### src/pkg/parallel_port_params.svh
//////////////////////////////////////////////////////////////////////////////
// Purpose: offsets, field codes and reset values of the parallel port block
// Assumes: 32-bit AHB-Lite register bus, one aligned word per register
// Notes:   byte offsets, only the low eight address bits are decoded
//////////////////////////////////////////////////////////////////////////////
`ifndef PARALLEL_PORT_PARAMS_SVH
`define PARALLEL_PORT_PARAMS_SVH

// register byte offsets, buffer base as the high offset nibble
`define REG_MODE 8'h00
`define REG_ADDR 8'h04
`define REG_DATA 8'h08
`define REG_CONFIG 8'h0c
`define REG_STATUS 8'h10
`define REG_MASK 8'h14
`define REG_BUF_BASE 4'h2

// reset values and mode write mask
`define MODE_RESET 16'h0000
`define ADDR_RESET 16'h0000
`define WRITABLE_MASK 16'h7fff

// interrupt select codes
`define IRQ_NONE 2'h0
`define IRQ_EACH 2'h1
`define IRQ_FOURTH 2'h2

// address step codes
`define STEP_NONE 2'h0
`define STEP_UP 2'h1
`define STEP_DOWN 2'h2
`define STEP_BUF 2'h3

// port mode codes
`define PORT_LEGACY 2'h0
`define PORT_ENHANCED 2'h1
`define PORT_MASTER2 2'h2
`define PORT_MASTER1 2'h3

// status and mask bit positions, last buffer index
`define EVT_PORT 0
`define EVT_DONE 1
`define BUF_LAST 2'h3

`endif

### src/pkg/parallel_port_pkg.sv
//////////////////////////////////////////////////////////////////////////////
// Purpose: types shared by the parallel port block
// Assumes: constants come from the params header
// Notes:   mode_type matches the mode register bit layout 15..0
//////////////////////////////////////////////////////////////////////////////
package parallel_port_pkg;

    typedef struct packed {
        logic busy;
        logic [1:0] irqSelect;
        logic [1:0] addrStepSelect;
        logic wideTransfer;
        logic [1:0] portMode;
        logic [1:0] setupWait;
        logic [3:0] strobeWait;
        logic [1:0] endWait;
    } mode_type;

    typedef enum logic [1:0] {MS_IDLE, MS_SETUP, MS_STROBE, MS_HOLD} master_state_type;

    typedef struct packed {
        logic rd;
        logic [7:0] rdAddr;
        logic wr;
        logic [7:0] wrAddr;
        logic [31:0] wdata;
    } bus_access_type;

endpackage

### src/rtl/ahb_reg_port.sv
//////////////////////////////////////////////////////////////////////////////
// Purpose: AHB-Lite slave front end, turns transfers into register strobes
// Assumes: single word transfers, clock enable stalls the bus via hreadyout
// Notes:   reads decode in the address phase, writes in the data phase
//////////////////////////////////////////////////////////////////////////////
module ahb_reg_port
    import parallel_port_pkg::*;
(
    // system
    input wire logic clock,
    input wire logic rst,
    input wire logic ce,
    // ahb-lite slave
    input wire logic hsel,
    input wire logic [31:0] haddr,
    input wire logic [1:0] htrans,
    input wire logic hwrite,
    input wire logic [2:0] hsize,
    input wire logic [31:0] hwdata,
    input wire logic hready,
    output logic hreadyout,
    output logic hresp,
    output logic [31:0] hrdata,
    // register side
    output bus_access_type access,
    input wire logic [31:0] readData
);

    logic wrPend_q;
    logic [7:0] wrAddr_q;
    logic [31:0] hrdata_q;

    // hsize is not decoded: only whole-word transfers are supported
    wire take = ce && hsel && hready && htrans[1];
    wire readTake = take && !hwrite;

    assign hreadyout = ce;
    assign hresp = 1'b0;
    assign hrdata = hrdata_q;
    assign access.rd = readTake;
    assign access.rdAddr = haddr[7:0];
    assign access.wr = wrPend_q && ce;
    assign access.wrAddr = wrAddr_q;
    assign access.wdata = hwdata;

    always_ff @(posedge clock or posedge rst) begin
        if (rst) begin
            wrPend_q <= 1'b0;
            wrAddr_q <= 8'h00;
            hrdata_q <= 32'h0000_0000;
        end else if (ce) begin
            wrPend_q <= take && hwrite;
            if (take) wrAddr_q <= haddr[7:0];
            if (readTake) hrdata_q <= readData;
        end
    end

endmodule

### src/rtl/slave_buffer.sv
//////////////////////////////////////////////////////////////////////////////
// Purpose: slave mode buffers between software and the external host
// Assumes: host pins already qualified by the slave mode of the port
// Notes:   out buffers are written by software, in buffers by the host
//////////////////////////////////////////////////////////////////////////////
module slave_buffer #(
    parameter int DEPTH = 4,
    parameter int WIDTH = 8
) (
    // system
    input wire logic clock,
    input wire logic rst,
    input wire logic ce,
    // software side
    input wire logic swWrite,
    input wire logic [$clog2(DEPTH)-1:0] swWrIndex,
    input wire logic [WIDTH-1:0] swData,
    input wire logic [$clog2(DEPTH)-1:0] swRdIndex,
    output logic [WIDTH-1:0] swReadData,
    // host side
    input wire logic addressable,
    input wire logic autoStep,
    input wire logic [$clog2(DEPTH)-1:0] hostAddr,
    input wire logic hostCapture,
    input wire logic hostStep,
    input wire logic [WIDTH-1:0] hostData,
    output logic [WIDTH-1:0] hostReadData,
    output logic [$clog2(DEPTH)-1:0] hostIndex
);

    localparam int IW = $clog2(DEPTH);

    logic [WIDTH-1:0] outBuf_q [DEPTH];
    logic [WIDTH-1:0] inBuf_q [DEPTH];
    logic [IW-1:0] ptr_q;

    // enhanced slave takes the host's address, legacy with buffer stepping uses the pointer, otherwise index 0
    assign hostIndex = addressable ? hostAddr : (autoStep ? ptr_q : '0);
    assign swReadData = inBuf_q[swRdIndex];
    assign hostReadData = outBuf_q[hostIndex];

    always_ff @(posedge clock or posedge rst) begin
        if (rst) begin
            ptr_q <= '0;
            for (int i = 0; i < DEPTH; i++) begin
                outBuf_q[i] <= '0;
                inBuf_q[i] <= '0;
            end
        end else if (ce) begin
            if (swWrite) outBuf_q[swWrIndex] <= swData;
            if (hostCapture) inBuf_q[hostIndex] <= hostData;
            if (!autoStep) ptr_q <= '0;
            else if (hostStep) ptr_q <= IW'(ptr_q + 1'b1);
        end
    end

endmodule

### src/rtl/parallel_port_mode_control.sv
//////////////////////////////////////////////////////////////////////////////
// Purpose: parallel port with two master and two slave modes
// Assumes: clock is the peripheral clock, pins synchronous to it
// Notes:   registers on AHB-Lite, level interrupt from status and mask
//////////////////////////////////////////////////////////////////////////////
`include "parallel_port_params.svh"

module parallel_port_mode_control
    import parallel_port_pkg::*;
#(
    parameter int BUF_DEPTH = 4
) (
    // system
    input wire logic clock,
    input wire logic rst,
    input wire logic ce,
    // ahb-lite slave
    input wire logic hsel,
    input wire logic [31:0] haddr,
    input wire logic [1:0] htrans,
    input wire logic hwrite,
    input wire logic [2:0] hsize,
    input wire logic [31:0] hwdata,
    input wire logic hready,
    output logic hreadyout,
    output logic hresp,
    output logic [31:0] hrdata,
    // interrupt
    output logic irq,
    // master strobes and address
    output logic [15:0] portAddressLines,
    output logic [1:0] chipSelectOut,
    output logic readStrobe,
    output logic writeStrobe,
    output logic enableStrobe,
    output logic strobeOe,
    // data pins
    input wire logic [15:0] portDataIn,
    output logic [15:0] portDataOut,
    output logic [15:0] portDataOe,
    // host strobes in slave modes
    input wire logic hostSelect,
    input wire logic hostRead,
    input wire logic hostWrite,
    input wire logic [1:0] hostAddr
);

    bus_access_type acc;
    logic [31:0] readData;
    mode_type mode_q;
    master_state_type state_q, state_d;
    logic [3:0] cnt_q, cnt_d;
    logic finish;
    logic isWrite_q;
    logic [15:0] addr_q, readWord_q, dataOut_q;
    logic [1:0] csConfig_q, status_q, mask_q;
    logic prevWr_q, prevRd_q;
    logic [7:0] swReadData, hostReadData;
    logic [1:0] hostIndex;

    ahb_reg_port u_bus (
        .clock(clock),
        .rst(rst),
        .ce(ce),
        .hsel(hsel),
        .haddr(haddr),
        .htrans(htrans),
        .hwrite(hwrite),
        .hsize(hsize),
        .hwdata(hwdata),
        .hready(hready),
        .hreadyout(hreadyout),
        .hresp(hresp),
        .hrdata(hrdata),
        .access(acc),
        .readData(readData)
    );

    ////////////////////////////////////////////////////////////////////////////
    // functions

    function automatic logic [3:0] phaseCycles(input mode_type m, input master_state_type ph,
                                               input logic wr);
        logic [3:0] n;
        n = 4'h0;
        case (ph)
            MS_SETUP: n = (m.strobeWait == 4'h0) ? 4'h1 : {2'h0, m.setupWait} + 4'h1;
            MS_STROBE: n = (m.strobeWait == 4'h0) ? 4'h1 : m.strobeWait;
            MS_HOLD: n = (m.strobeWait == 4'h0) ? {3'h0, wr} : {2'h0, m.endWait};
            default: n = 4'h0;
        endcase
        return n;
    endfunction

    function automatic logic [15:0] nextAddress(input logic [15:0] a, input logic [1:0] step,
                                                input logic [1:0] cs);
        logic [15:0] keep, moved;
        keep = {cs, 14'h0000};
        moved = a;
        case (step)
            `STEP_UP: moved = a + 16'h0001;
            `STEP_DOWN: moved = a - 16'h0001;
            default: moved = a;
        endcase
        return (moved & ~keep) | (a & keep);
    endfunction

    ////////////////////////////////////////////////////////////////////////////
    // decode

    wire masterMode = mode_q.portMode[1];
    wire master1 = mode_q.portMode == `PORT_MASTER1;
    wire master2 = mode_q.portMode == `PORT_MASTER2;
    wire slaveMode = !masterMode;
    wire idle = state_q == MS_IDLE;
    wire busyFlag = !idle;
    wire inSetup = state_q == MS_SETUP;
    wire inStrobe = state_q == MS_STROBE;
    wire inHold = state_q == MS_HOLD;

    wire wrMode = acc.wr && acc.wrAddr == `REG_MODE;
    wire wrAddr = acc.wr && acc.wrAddr == `REG_ADDR;
    wire wrData = acc.wr && acc.wrAddr == `REG_DATA;
    wire wrConfig = acc.wr && acc.wrAddr == `REG_CONFIG;
    wire wrStatus = acc.wr && acc.wrAddr == `REG_STATUS;
    wire wrMask = acc.wr && acc.wrAddr == `REG_MASK;
    wire wrBuf = acc.wr && acc.wrAddr[7:4] == `REG_BUF_BASE;
    wire rdData = acc.rd && acc.rdAddr == `REG_DATA;

    // in master mode one data access starts exactly one bus cycle, ignored while busy
    wire launchRead = rdData && masterMode && idle;
    wire launchWrite = wrData && masterMode && idle;
    wire launch = launchRead || launchWrite;
    wire [15:0] writeWord = mode_q.wideTransfer ? acc.wdata[15:0] : {8'h00, acc.wdata[7:0]};
    wire [15:0] readWord = mode_q.wideTransfer ? portDataIn : {8'h00, portDataIn[7:0]};
    wire strobeEnd = inStrobe && cnt_q == 4'h1;
    wire [3:0] holdLen = phaseCycles(mode_q, MS_HOLD, isWrite_q);

    ////////////////////////////////////////////////////////////////////////////
    // master cycle sequencer

    always_comb begin
        state_d = state_q;
        cnt_d = cnt_q;
        finish = 1'b0;
        case (state_q)
            MS_IDLE: begin
                if (launch) begin
                    state_d = MS_SETUP;
                    cnt_d = phaseCycles(mode_q, MS_SETUP, launchWrite);
                end
            end
            MS_SETUP: begin
                if (cnt_q == 4'h1) begin
                    state_d = MS_STROBE;
                    cnt_d = phaseCycles(mode_q, MS_STROBE, isWrite_q);
                end else begin
                    cnt_d = cnt_q - 4'h1;
                end
            end
            MS_STROBE: begin
                if (cnt_q != 4'h1) begin
                    cnt_d = cnt_q - 4'h1;
                end else if (holdLen == 4'h0) begin
                    state_d = MS_IDLE;
                    finish = 1'b1;
                end else begin
                    state_d = MS_HOLD;
                    cnt_d = holdLen;
                end
            end
            MS_HOLD: begin
                if (cnt_q == 4'h1) begin
                    state_d = MS_IDLE;
                    finish = 1'b1;
                end else begin
                    cnt_d = cnt_q - 4'h1;
                end
            end
            default: state_d = MS_IDLE;
        endcase
    end

    always_ff @(posedge clock or posedge rst) begin
        if (rst) begin
            state_q <= MS_IDLE;
            cnt_q <= 4'h0;
            isWrite_q <= 1'b0;
        end else if (ce) begin
            state_q <= state_d;
            cnt_q <= cnt_d;
            if (launch) isWrite_q <= launchWrite;
        end
    end

    ////////////////////////////////////////////////////////////////////////////
    // slave host strobes

    wire hostWrActive = slaveMode && hostSelect && hostWrite;
    wire hostRdActive = slaveMode && hostSelect && hostRead;
    wire hostWrStart = hostWrActive && !prevWr_q;
    wire hostEnd = (!hostWrActive && prevWr_q) || (!hostRdActive && prevRd_q);
    wire addressable = mode_q.portMode == `PORT_ENHANCED;
    wire autoStep = mode_q.portMode == `PORT_LEGACY && mode_q.addrStepSelect == `STEP_BUF;

    slave_buffer #(
        .DEPTH(BUF_DEPTH),
        .WIDTH(8)
    ) u_buf (
        .clock(clock),
        .rst(rst),
        .ce(ce),
        .swWrite(wrBuf),
        .swWrIndex(acc.wrAddr[3:2]),
        .swData(acc.wdata[7:0]),
        .swRdIndex(acc.rdAddr[3:2]),
        .swReadData(swReadData),
        .addressable(addressable),
        .autoStep(autoStep),
        .hostAddr(hostAddr),
        .hostCapture(hostWrStart),
        .hostStep(hostEnd),
        .hostData(portDataIn[7:0]),
        .hostReadData(hostReadData),
        .hostIndex(hostIndex)
    );

    ////////////////////////////////////////////////////////////////////////////
    // events and interrupt

    wire eachEvent = mode_q.irqSelect == `IRQ_EACH && (finish || hostEnd);
    wire fourthEvent = mode_q.irqSelect == `IRQ_FOURTH && hostEnd && hostIndex == `BUF_LAST;
    wire [1:0] eventSet = {finish, eachEvent || fourthEvent};
    wire [1:0] eventClr = wrStatus ? acc.wdata[1:0] : 2'h0;
    // a new event beats a simultaneous write-one clear
    wire [1:0] status_d = (status_q & ~eventClr) | eventSet;

    assign irq = |(status_q & mask_q);

    ////////////////////////////////////////////////////////////////////////////
    // registers

    always_ff @(posedge clock or posedge rst) begin
        if (rst) begin
            mode_q <= mode_type'(`MODE_RESET);
            addr_q <= `ADDR_RESET;
            csConfig_q <= 2'h0;
            status_q <= 2'h0;
            mask_q <= 2'h0;
        end else if (ce) begin
            // mode and address are frozen while a cycle runs
            if (wrMode && idle) mode_q <= mode_type'(acc.wdata[15:0] & `WRITABLE_MASK);
            if (wrAddr && idle) addr_q <= acc.wdata[15:0];
            else if (finish) addr_q <= nextAddress(addr_q, mode_q.addrStepSelect, csConfig_q);
            if (wrConfig) csConfig_q <= acc.wdata[1:0];
            if (wrMask) mask_q <= acc.wdata[1:0];
            status_q <= status_d;
        end
    end

    always_ff @(posedge clock or posedge rst) begin
        if (rst) begin
            readWord_q <= 16'h0000;
            dataOut_q <= 16'h0000;
            prevWr_q <= 1'b0;
            prevRd_q <= 1'b0;
        end else if (ce) begin
            if (strobeEnd && !isWrite_q) readWord_q <= readWord;
            if (launchWrite) dataOut_q <= writeWord;
            else if (slaveMode) dataOut_q <= {8'h00, hostReadData};
            prevWr_q <= hostWrActive;
            prevRd_q <= hostRdActive;
        end
    end

    wire [15:0] modeView = {busyFlag, mode_q[14:0]};
    assign readData = (acc.rdAddr == `REG_MODE) ? {16'h0000, modeView} :
                      (acc.rdAddr == `REG_ADDR) ? {16'h0000, addr_q} :
                      (acc.rdAddr == `REG_DATA) ? {16'h0000, readWord_q} :
                      (acc.rdAddr == `REG_CONFIG) ? {30'h0, csConfig_q} :
                      (acc.rdAddr == `REG_STATUS) ? {30'h0, status_q} :
                      (acc.rdAddr == `REG_MASK) ? {30'h0, mask_q} :
                      (acc.rdAddr[7:4] == `REG_BUF_BASE) ? {24'h0, swReadData} : 32'h0;

    ////////////////////////////////////////////////////////////////////////////
    // pins

    wire masterDrive = masterMode && busyFlag && isWrite_q;
    wire slaveDrive = hostRdActive;

    assign readStrobe = master1 ? (busyFlag && !isWrite_q) : (master2 && inStrobe && !isWrite_q);
    assign writeStrobe = master2 && inStrobe && isWrite_q;
    assign enableStrobe = master1 && inStrobe;
    assign strobeOe = masterMode;
    assign portAddressLines = masterMode ? addr_q : 16'h0000;
    assign chipSelectOut = (masterMode && busyFlag) ? (csConfig_q & addr_q[15:14]) : 2'h0;
    assign portDataOut = dataOut_q;
    // upper byte lanes stay released unless wide master
    assign portDataOe = {{8{masterDrive && mode_q.wideTransfer}}, {8{masterDrive || slaveDrive}}};
endmodule

### config.mk
export PLATFORM = sky130hd
export DESIGN_NAME = parallel_port_mode_control
export DESIGN_NICKNAME = d
export VERILOG_FILES = /design/src/pkg/parallel_port_pkg.sv /design/src/rtl/ahb_reg_port.sv /design/src/rtl/slave_buffer.sv /design/src/rtl/parallel_port_mode_control.sv
export VERILOG_INCLUDE_DIRS = /design/src /design/src/pkg
export SDC_FILE = /design/constraint.sdc
export NUM_CORES = 1
export LEC_CHECK = 0
export ABC_CLOCK_PERIOD_IN_PS = 4000
export BUFFER_PORTS_ARGS = -buffer_cell sky130_fd_sc_hd__buf_2
export CORE_MARGIN = 2
export CORE_UTILIZATION = 50
export CTS_BUF_LIST = sky130_fd_sc_hd__clkbuf_2
export DETAILED_ROUTE_END_ITERATION = 8
export HOLD_SLACK_MARGIN = 0.05
export PLACE_DENSITY = 0.74
export SYNTH_ARGS = -nofsm -noshare
export SYNTH_HDL_FRONTEND = slang
export SYNTH_HIERARCHICAL = 1
export SYNTH_SLANG_ARGS = --single-unit
### constraint.sdc
create_clock -name clock -period 4 [get_ports clock]
set_input_delay 0.8 -clock clock [delete_from_list [all_inputs] [get_ports clock]]
set_output_delay 0.8 -clock clock [all_outputs]
set_load 0.03 [all_outputs]
Word level (Yosys, flattened, before mapping)
Index checks and enable logic that the tools add are counted.
- word-level logic and storage cells: 218
- output and inout bits: 89
- input port bits: 96
- register bits: 185
- reductions and logical operators: 76
- equal/unequal tests: 34
- $lt $le $gt $ge: 5
- multiplexer cells: 56
- bitwise operators: 12
- $add $sub $neg: 5
- operators by type and width (cell ; number):
    2-to-1 mux 16 bit ; 13
    2-to-1 mux 8 bit ; 10
    bitwise mux 32 bit ; 2
    logical AND 1 bit ; 42
    bitwise AND 16 bit ; 2
    binary-select mux 8 bit (select 2 bit) ; 2
    demux 8 bit (select 2 bit) ; 2
    equality test 8 x 4 -> 1 bit, second input constant ; 4
    equality test 8 x 5 -> 1 bit, second input constant ; 4
    case mux 16 bit (2 select lines) ; 1
    2-to-1 mux 2 bit ; 12
    2-to-1 mux 4 bit ; 6
    AND reduction 2 bit ; 12
    adder 16 x 1 -> 16 bit, second input constant ; 1
    equality test 2 bit, second input constant ; 8
    equality test 8 x 3 -> 1 bit, second input constant ; 2
    zero test 8 bit ; 2
    NOT 16 bit ; 1
    bitwise OR 16 bit ; 1
    case mux 4 bit (4 select lines) ; 1
    subtractor 16 x 1 -> 16 bit, second input constant ; 1
    greater-or-equal comparator 3 bit, second input constant ; 3
    NOT 2 -> 3 bit ; 3
    equality test 2 x 1 -> 1 bit, second input constant ; 4
    other kinds (25) ; 49

Longest topological paths before layout
- depth after elaboration: 13
- depth in mapped cells: 16
- gate-level depth less buffers: 11

By module
Netlist, hierarchy kept.
- modules (own cells, without submodules) (module ; area each (um2) ; cells each ; times used ; seq. area each (um2)):
    parallel_port_mode_control ; 5733.0 ; 698 ; 1 ; 1951.9
    slave_buffer ; 3174.3 ; 228 ; 1 ; 1651.6
    ahb_reg_port ; 2038.2 ; 135 ; 1 ; 1026.0

Worst setup path after synthesis
OpenSTA, ideal clock, no wires.
- path kind: reg2reg
- start: register mode_q, in the netlist modeView[11]
- end: register addr_q[12]
- data required time: 3.870 ns
- buffers on the path: 5
- library setup time: 0.130 ns
- arrival time: 3.022 ns
- cell stages (with the launch flop): 17
- clock period less this slack: 3.152 ns
- setup slack: 0.848 ns
- cell sequence: dfrtp_1 inv_1 ha_1 buf_2 buf_4 buf_4 buf_4 buf_2 xor2_1 ha_1 nand4bb_1 nand4_1 a32o_1 a22o_1 mux2i_1 mux2i_1 o21ai_0
- longest elaborated chain between the ends: 9
- elaborated cells between the ends (all ways): 10
- those cells by class: eq/ne: 2; mux: 6; bitwise: 2
- ends and longest elaborated chain (what ; RTL line ; source):
    start: declaration ; parallel_port_mode_control.sv:50 ; mode_type mode_q;
    start signal: assignment ; parallel_port_mode_control.sv:245 ; mode_q <= mode_type'(`MODE_RESET);
    start signal: assignment ; parallel_port_mode_control.sv:252 ; if (wrMode && idle) mode_q <= mode_type'(acc.wdata[15:0] & `WRITABLE_MASK);
    equality test 2 bit or equality test 2 x 1 -> 1 bit (tied branches) ; parallel_port_mode_control.sv:100 ; case (step)
    case mux 16 bit (2 select lines) (*) ; parallel_port_mode_control.sv:100 ;
    2-to-1 mux 16 bit (*) ; parallel_port_mode_control.sv:254 ; else if (finish) addr_q <= nextAddress(addr_q, mode_q.addrStepSelect, csConfig_q);
    2-to-1 mux 16 bit (*) ; parallel_port_mode_control.sv:253 ; if (wrAddr && idle) addr_q <= acc.wdata[15:0];
    2-to-1 mux 16 bit (*) ; parallel_port_mode_control.sv:250 ; end else if (ce) begin
    bitwise AND 16 bit (*) ; parallel_port_mode_control.sv:105 ; return (moved & ~keep) | (a & keep);
    bitwise OR 16 bit (*) ; parallel_port_mode_control.sv:105 ;
    2-to-1 mux 16 bit (*) ; parallel_port_mode_control.sv:254 ;
    2-to-1 mux 16 bit (*) ; parallel_port_mode_control.sv:253 ;
    end signal: assignment ; parallel_port_mode_control.sv:246 ; addr_q <= `ADDR_RESET;
    end signal: assignment ; parallel_port_mode_control.sv:253 ;
    end signal: assignment ; parallel_port_mode_control.sv:254 ;
    end: declaration ; parallel_port_mode_control.sv:55 ; logic [15:0] addr_q, readWord_q, dataOut_q;
Every way passes the cells marked *; elsewhere a longest branch is shown, timed or not. The select of a mux whose other input is x is not followed.
A chain may end at the register's enable or synchronous reset.

Worst setup path after layout
- start: register mode_q, in the netlist strobeOe
- end: output port portDataOe[14]
- longest elaborated chain between the ends: 3
- ends and longest elaborated chain (what ; RTL line ; source):
    logical AND 1 bit (2 in a row) ; parallel_port_mode_control.sv:288 ; wire masterDrive = masterMode && busyFlag && isWrite_q;
    logical AND 1 bit ; parallel_port_mode_control.sv:299 ; assign portDataOe = {{8{masterDrive && mode_q.wideTransfer}}, {8{masterDrive || slaveDrive}}};
    end: declaration ; parallel_port_mode_control.sv:40 ; output logic [15:0] portDataOe,
No other way between the ends.

==> reports/metrics.csv <==
metric,value,unit
Peak supply drop,0.217,mV
Worst-path clk slew,290,ps
Finished Core Util,54.8,%
unrepaired setup endpoints after global routing,false,
layout cells sized above 1,31.3,%
Post-Syn Area per Cell,10.4,um2
post-layout min period,3390,ps
Clock power frac,18.6,%
global-route wire length before repair,42400,um
cells after synthesis,1045,
largest net degree at the start of global routing,42,
FP Rows,53,
share of power burned in registers,52.8,%
Final Worst Setup Slack,613,ps
CTS tree,built,
Pre-Repair DR Iteration Count,6,
Inst Count DP,1384,
via count,8331,
Routed wire per std cell,19.2,um
1st-iter DRT viols,739,
final setup TNS,0,ps
worst-margin pin slew,1010,ps
post-DR vias/cell,5.87,
cell internal pwr,2850,uW
Filler cells,1866,
initial antenna violation count,3,
total core area,21200,um2
total clock sinks,185,
Setup Skew,39.3,ps
CTS H-tree depth,4,
cts bufs inserted,17,
Ys Warns,6,
Clock Latency Late Sink,780,ps
Sw Pwr,1830,uW
status,completed,
crit path capture type,primary output,
gr ovfl total,0,
GRT Total Usage,24.1,%
post-route ant nets,0,
final net count,1233,
Mapped Area,10800,um2
Post-Layout Cell Count,1419,
final worst-path cycle share,84.7,%
max-slew violations,0,
hpwl dp,19700,um
IO Count,185,
initial core utilization,51.2,%
hold crit path type,in -> reg,
P per Cell Area,404,nW/um2
worst hold slack,225,ps
Lkg Pwr,0.00543,uW
Port Buffers,139,
combinational share of power,28.6,%
Crit Path Max Fanout,21,
setup bufs post-CTS,0,
Net Sw Frac,39.1,%
R2R Setup Slk,900,ps
crit start category,flip-flop,
WL final,27200,um
pre-CTS WS,821,ps
die area,22800,um2
die span in y,151,um
CTS Buffer Depth,2,
vias in the first global route,7735,
Max Freq,295,MHz
DRC,0,
Max Cap Viol,0,
width of the die,151,um
worst path required time,3200,ps
Layout area overhead,7.17,%
Root Buffer,clkbuf_2,
area of the multi-input gates,5480,um2
Seq. cell area,4630,um2
placer congestion estimate,0.882,
Worst EP arrival,2590,ps
Slew headroom,32.4,%
final hold violations,0,
Final Setup Violations,0,
Crit Path Category,reg -> out,
cell type report:
type                    instances  area share (%)
diodes                          2          0.0431
clock buffers                  18           0.777
clock inverters                14            1.01
inverters                      30           0.981
multi-input cells             739            47.2
flip-flops and latches        185            39.9
well taps                     275            2.97
repair buffers                156            7.12
worst paths after layout:
kind | start | end | cells after the start
max | strobeOe | portDataOe[14] | 4
min | portDataIn[14] | readWord_q[14] | 3
max reg2reg | strobeOe | portDataOut[1] | 6
min reg2reg | portDataOut[14] | portDataOut[14] | 2
max in group asynchronous | rst | u_buf/outBuf_q[17] | 4
min in group asynchronous | rst | status_q[1] | 3
power by group through the flow:
stage	clock network, uW	registers, uW	logic [uW]
3_3_place_gp	0	2490	1300
6_report	871	2480	1340
5_1_grt	960	2510	1470
3_5_place_dp	0	2500	1320
4_1_cts	890	2460	1330
2_1_floorplan	0	2390	1050
metrics by stage:
step / power (uW) / area (um2)
after floorplan: 3440 / 10900
after global placement: 3780 / 11400
after detailed placement: 3820 / 11400
after CTS: 4680 / 11600
after global routing: 4950 / 11600
final: 4680 / 11600
placed cells by master, fill, tap and decap left out, types with 6 or more instances in the layout:
cell      count
dfrtp_1     185
buf_2       139
mux2_2      101
nand2_1      92
o21ai_0      75
nor2_1       70
a21oi_1      51
mux2_4       29
mux2i_1      28
inv_1        26
nand3_1      21
clkbuf_2     18
and2_1       17
a32oi_1      17
conb_1       17
nor3_1       16
buf_4        16
o31ai_1      12
nor2b_1       9
a22oi_1       9
o22ai_1       9
xnor2_1       9
a22o_1        8
ha_1          8
mux4_2        8
nand4b_1      7
and3_1        7
xor2_1        7
nor4_1        7
nor3b_1       6
nand2b_1      6
layer usage:
metal | share of wire [%] | global-route usage [%]
met1 | 43 | 33.1
met2 | 48 | 38.5
met3 | 6.5 | 4.49
met4 | 2.4 | 8.83
met5 | 0.026 | 0
critical path: stages, from the launching register on:
cell and delay [ps]:
dfrtp_1 850, clkinv_1 190, nor2_1 220, and3_1 320, buf_2 240
registers in the layout (all words and copies together) (netlist names), named ones only:
signal	count
u_bus/wrAddr_q	8
mask_q	2
isWrite_q	1
state_q	2
u_buf/ptr_q	2
prevRd_q	1
cnt_q	4
addr_q	14
readWord_q	16
modeView	14
u_bus/hrdata	32
status_q	2
u_buf/outBuf_q	32
csConfig_q	2
u_bus/wrPend_q	1
prevWr_q	1
u_buf/inBuf_q	32
strobeOe	1
portDataOut	16
timing repair:
action,in CTS,in global routing
gates resized for setup,0,0
hold endpoints to repair,0,2
hold buffers,0,1
Power figures use the tool's default switching activity.
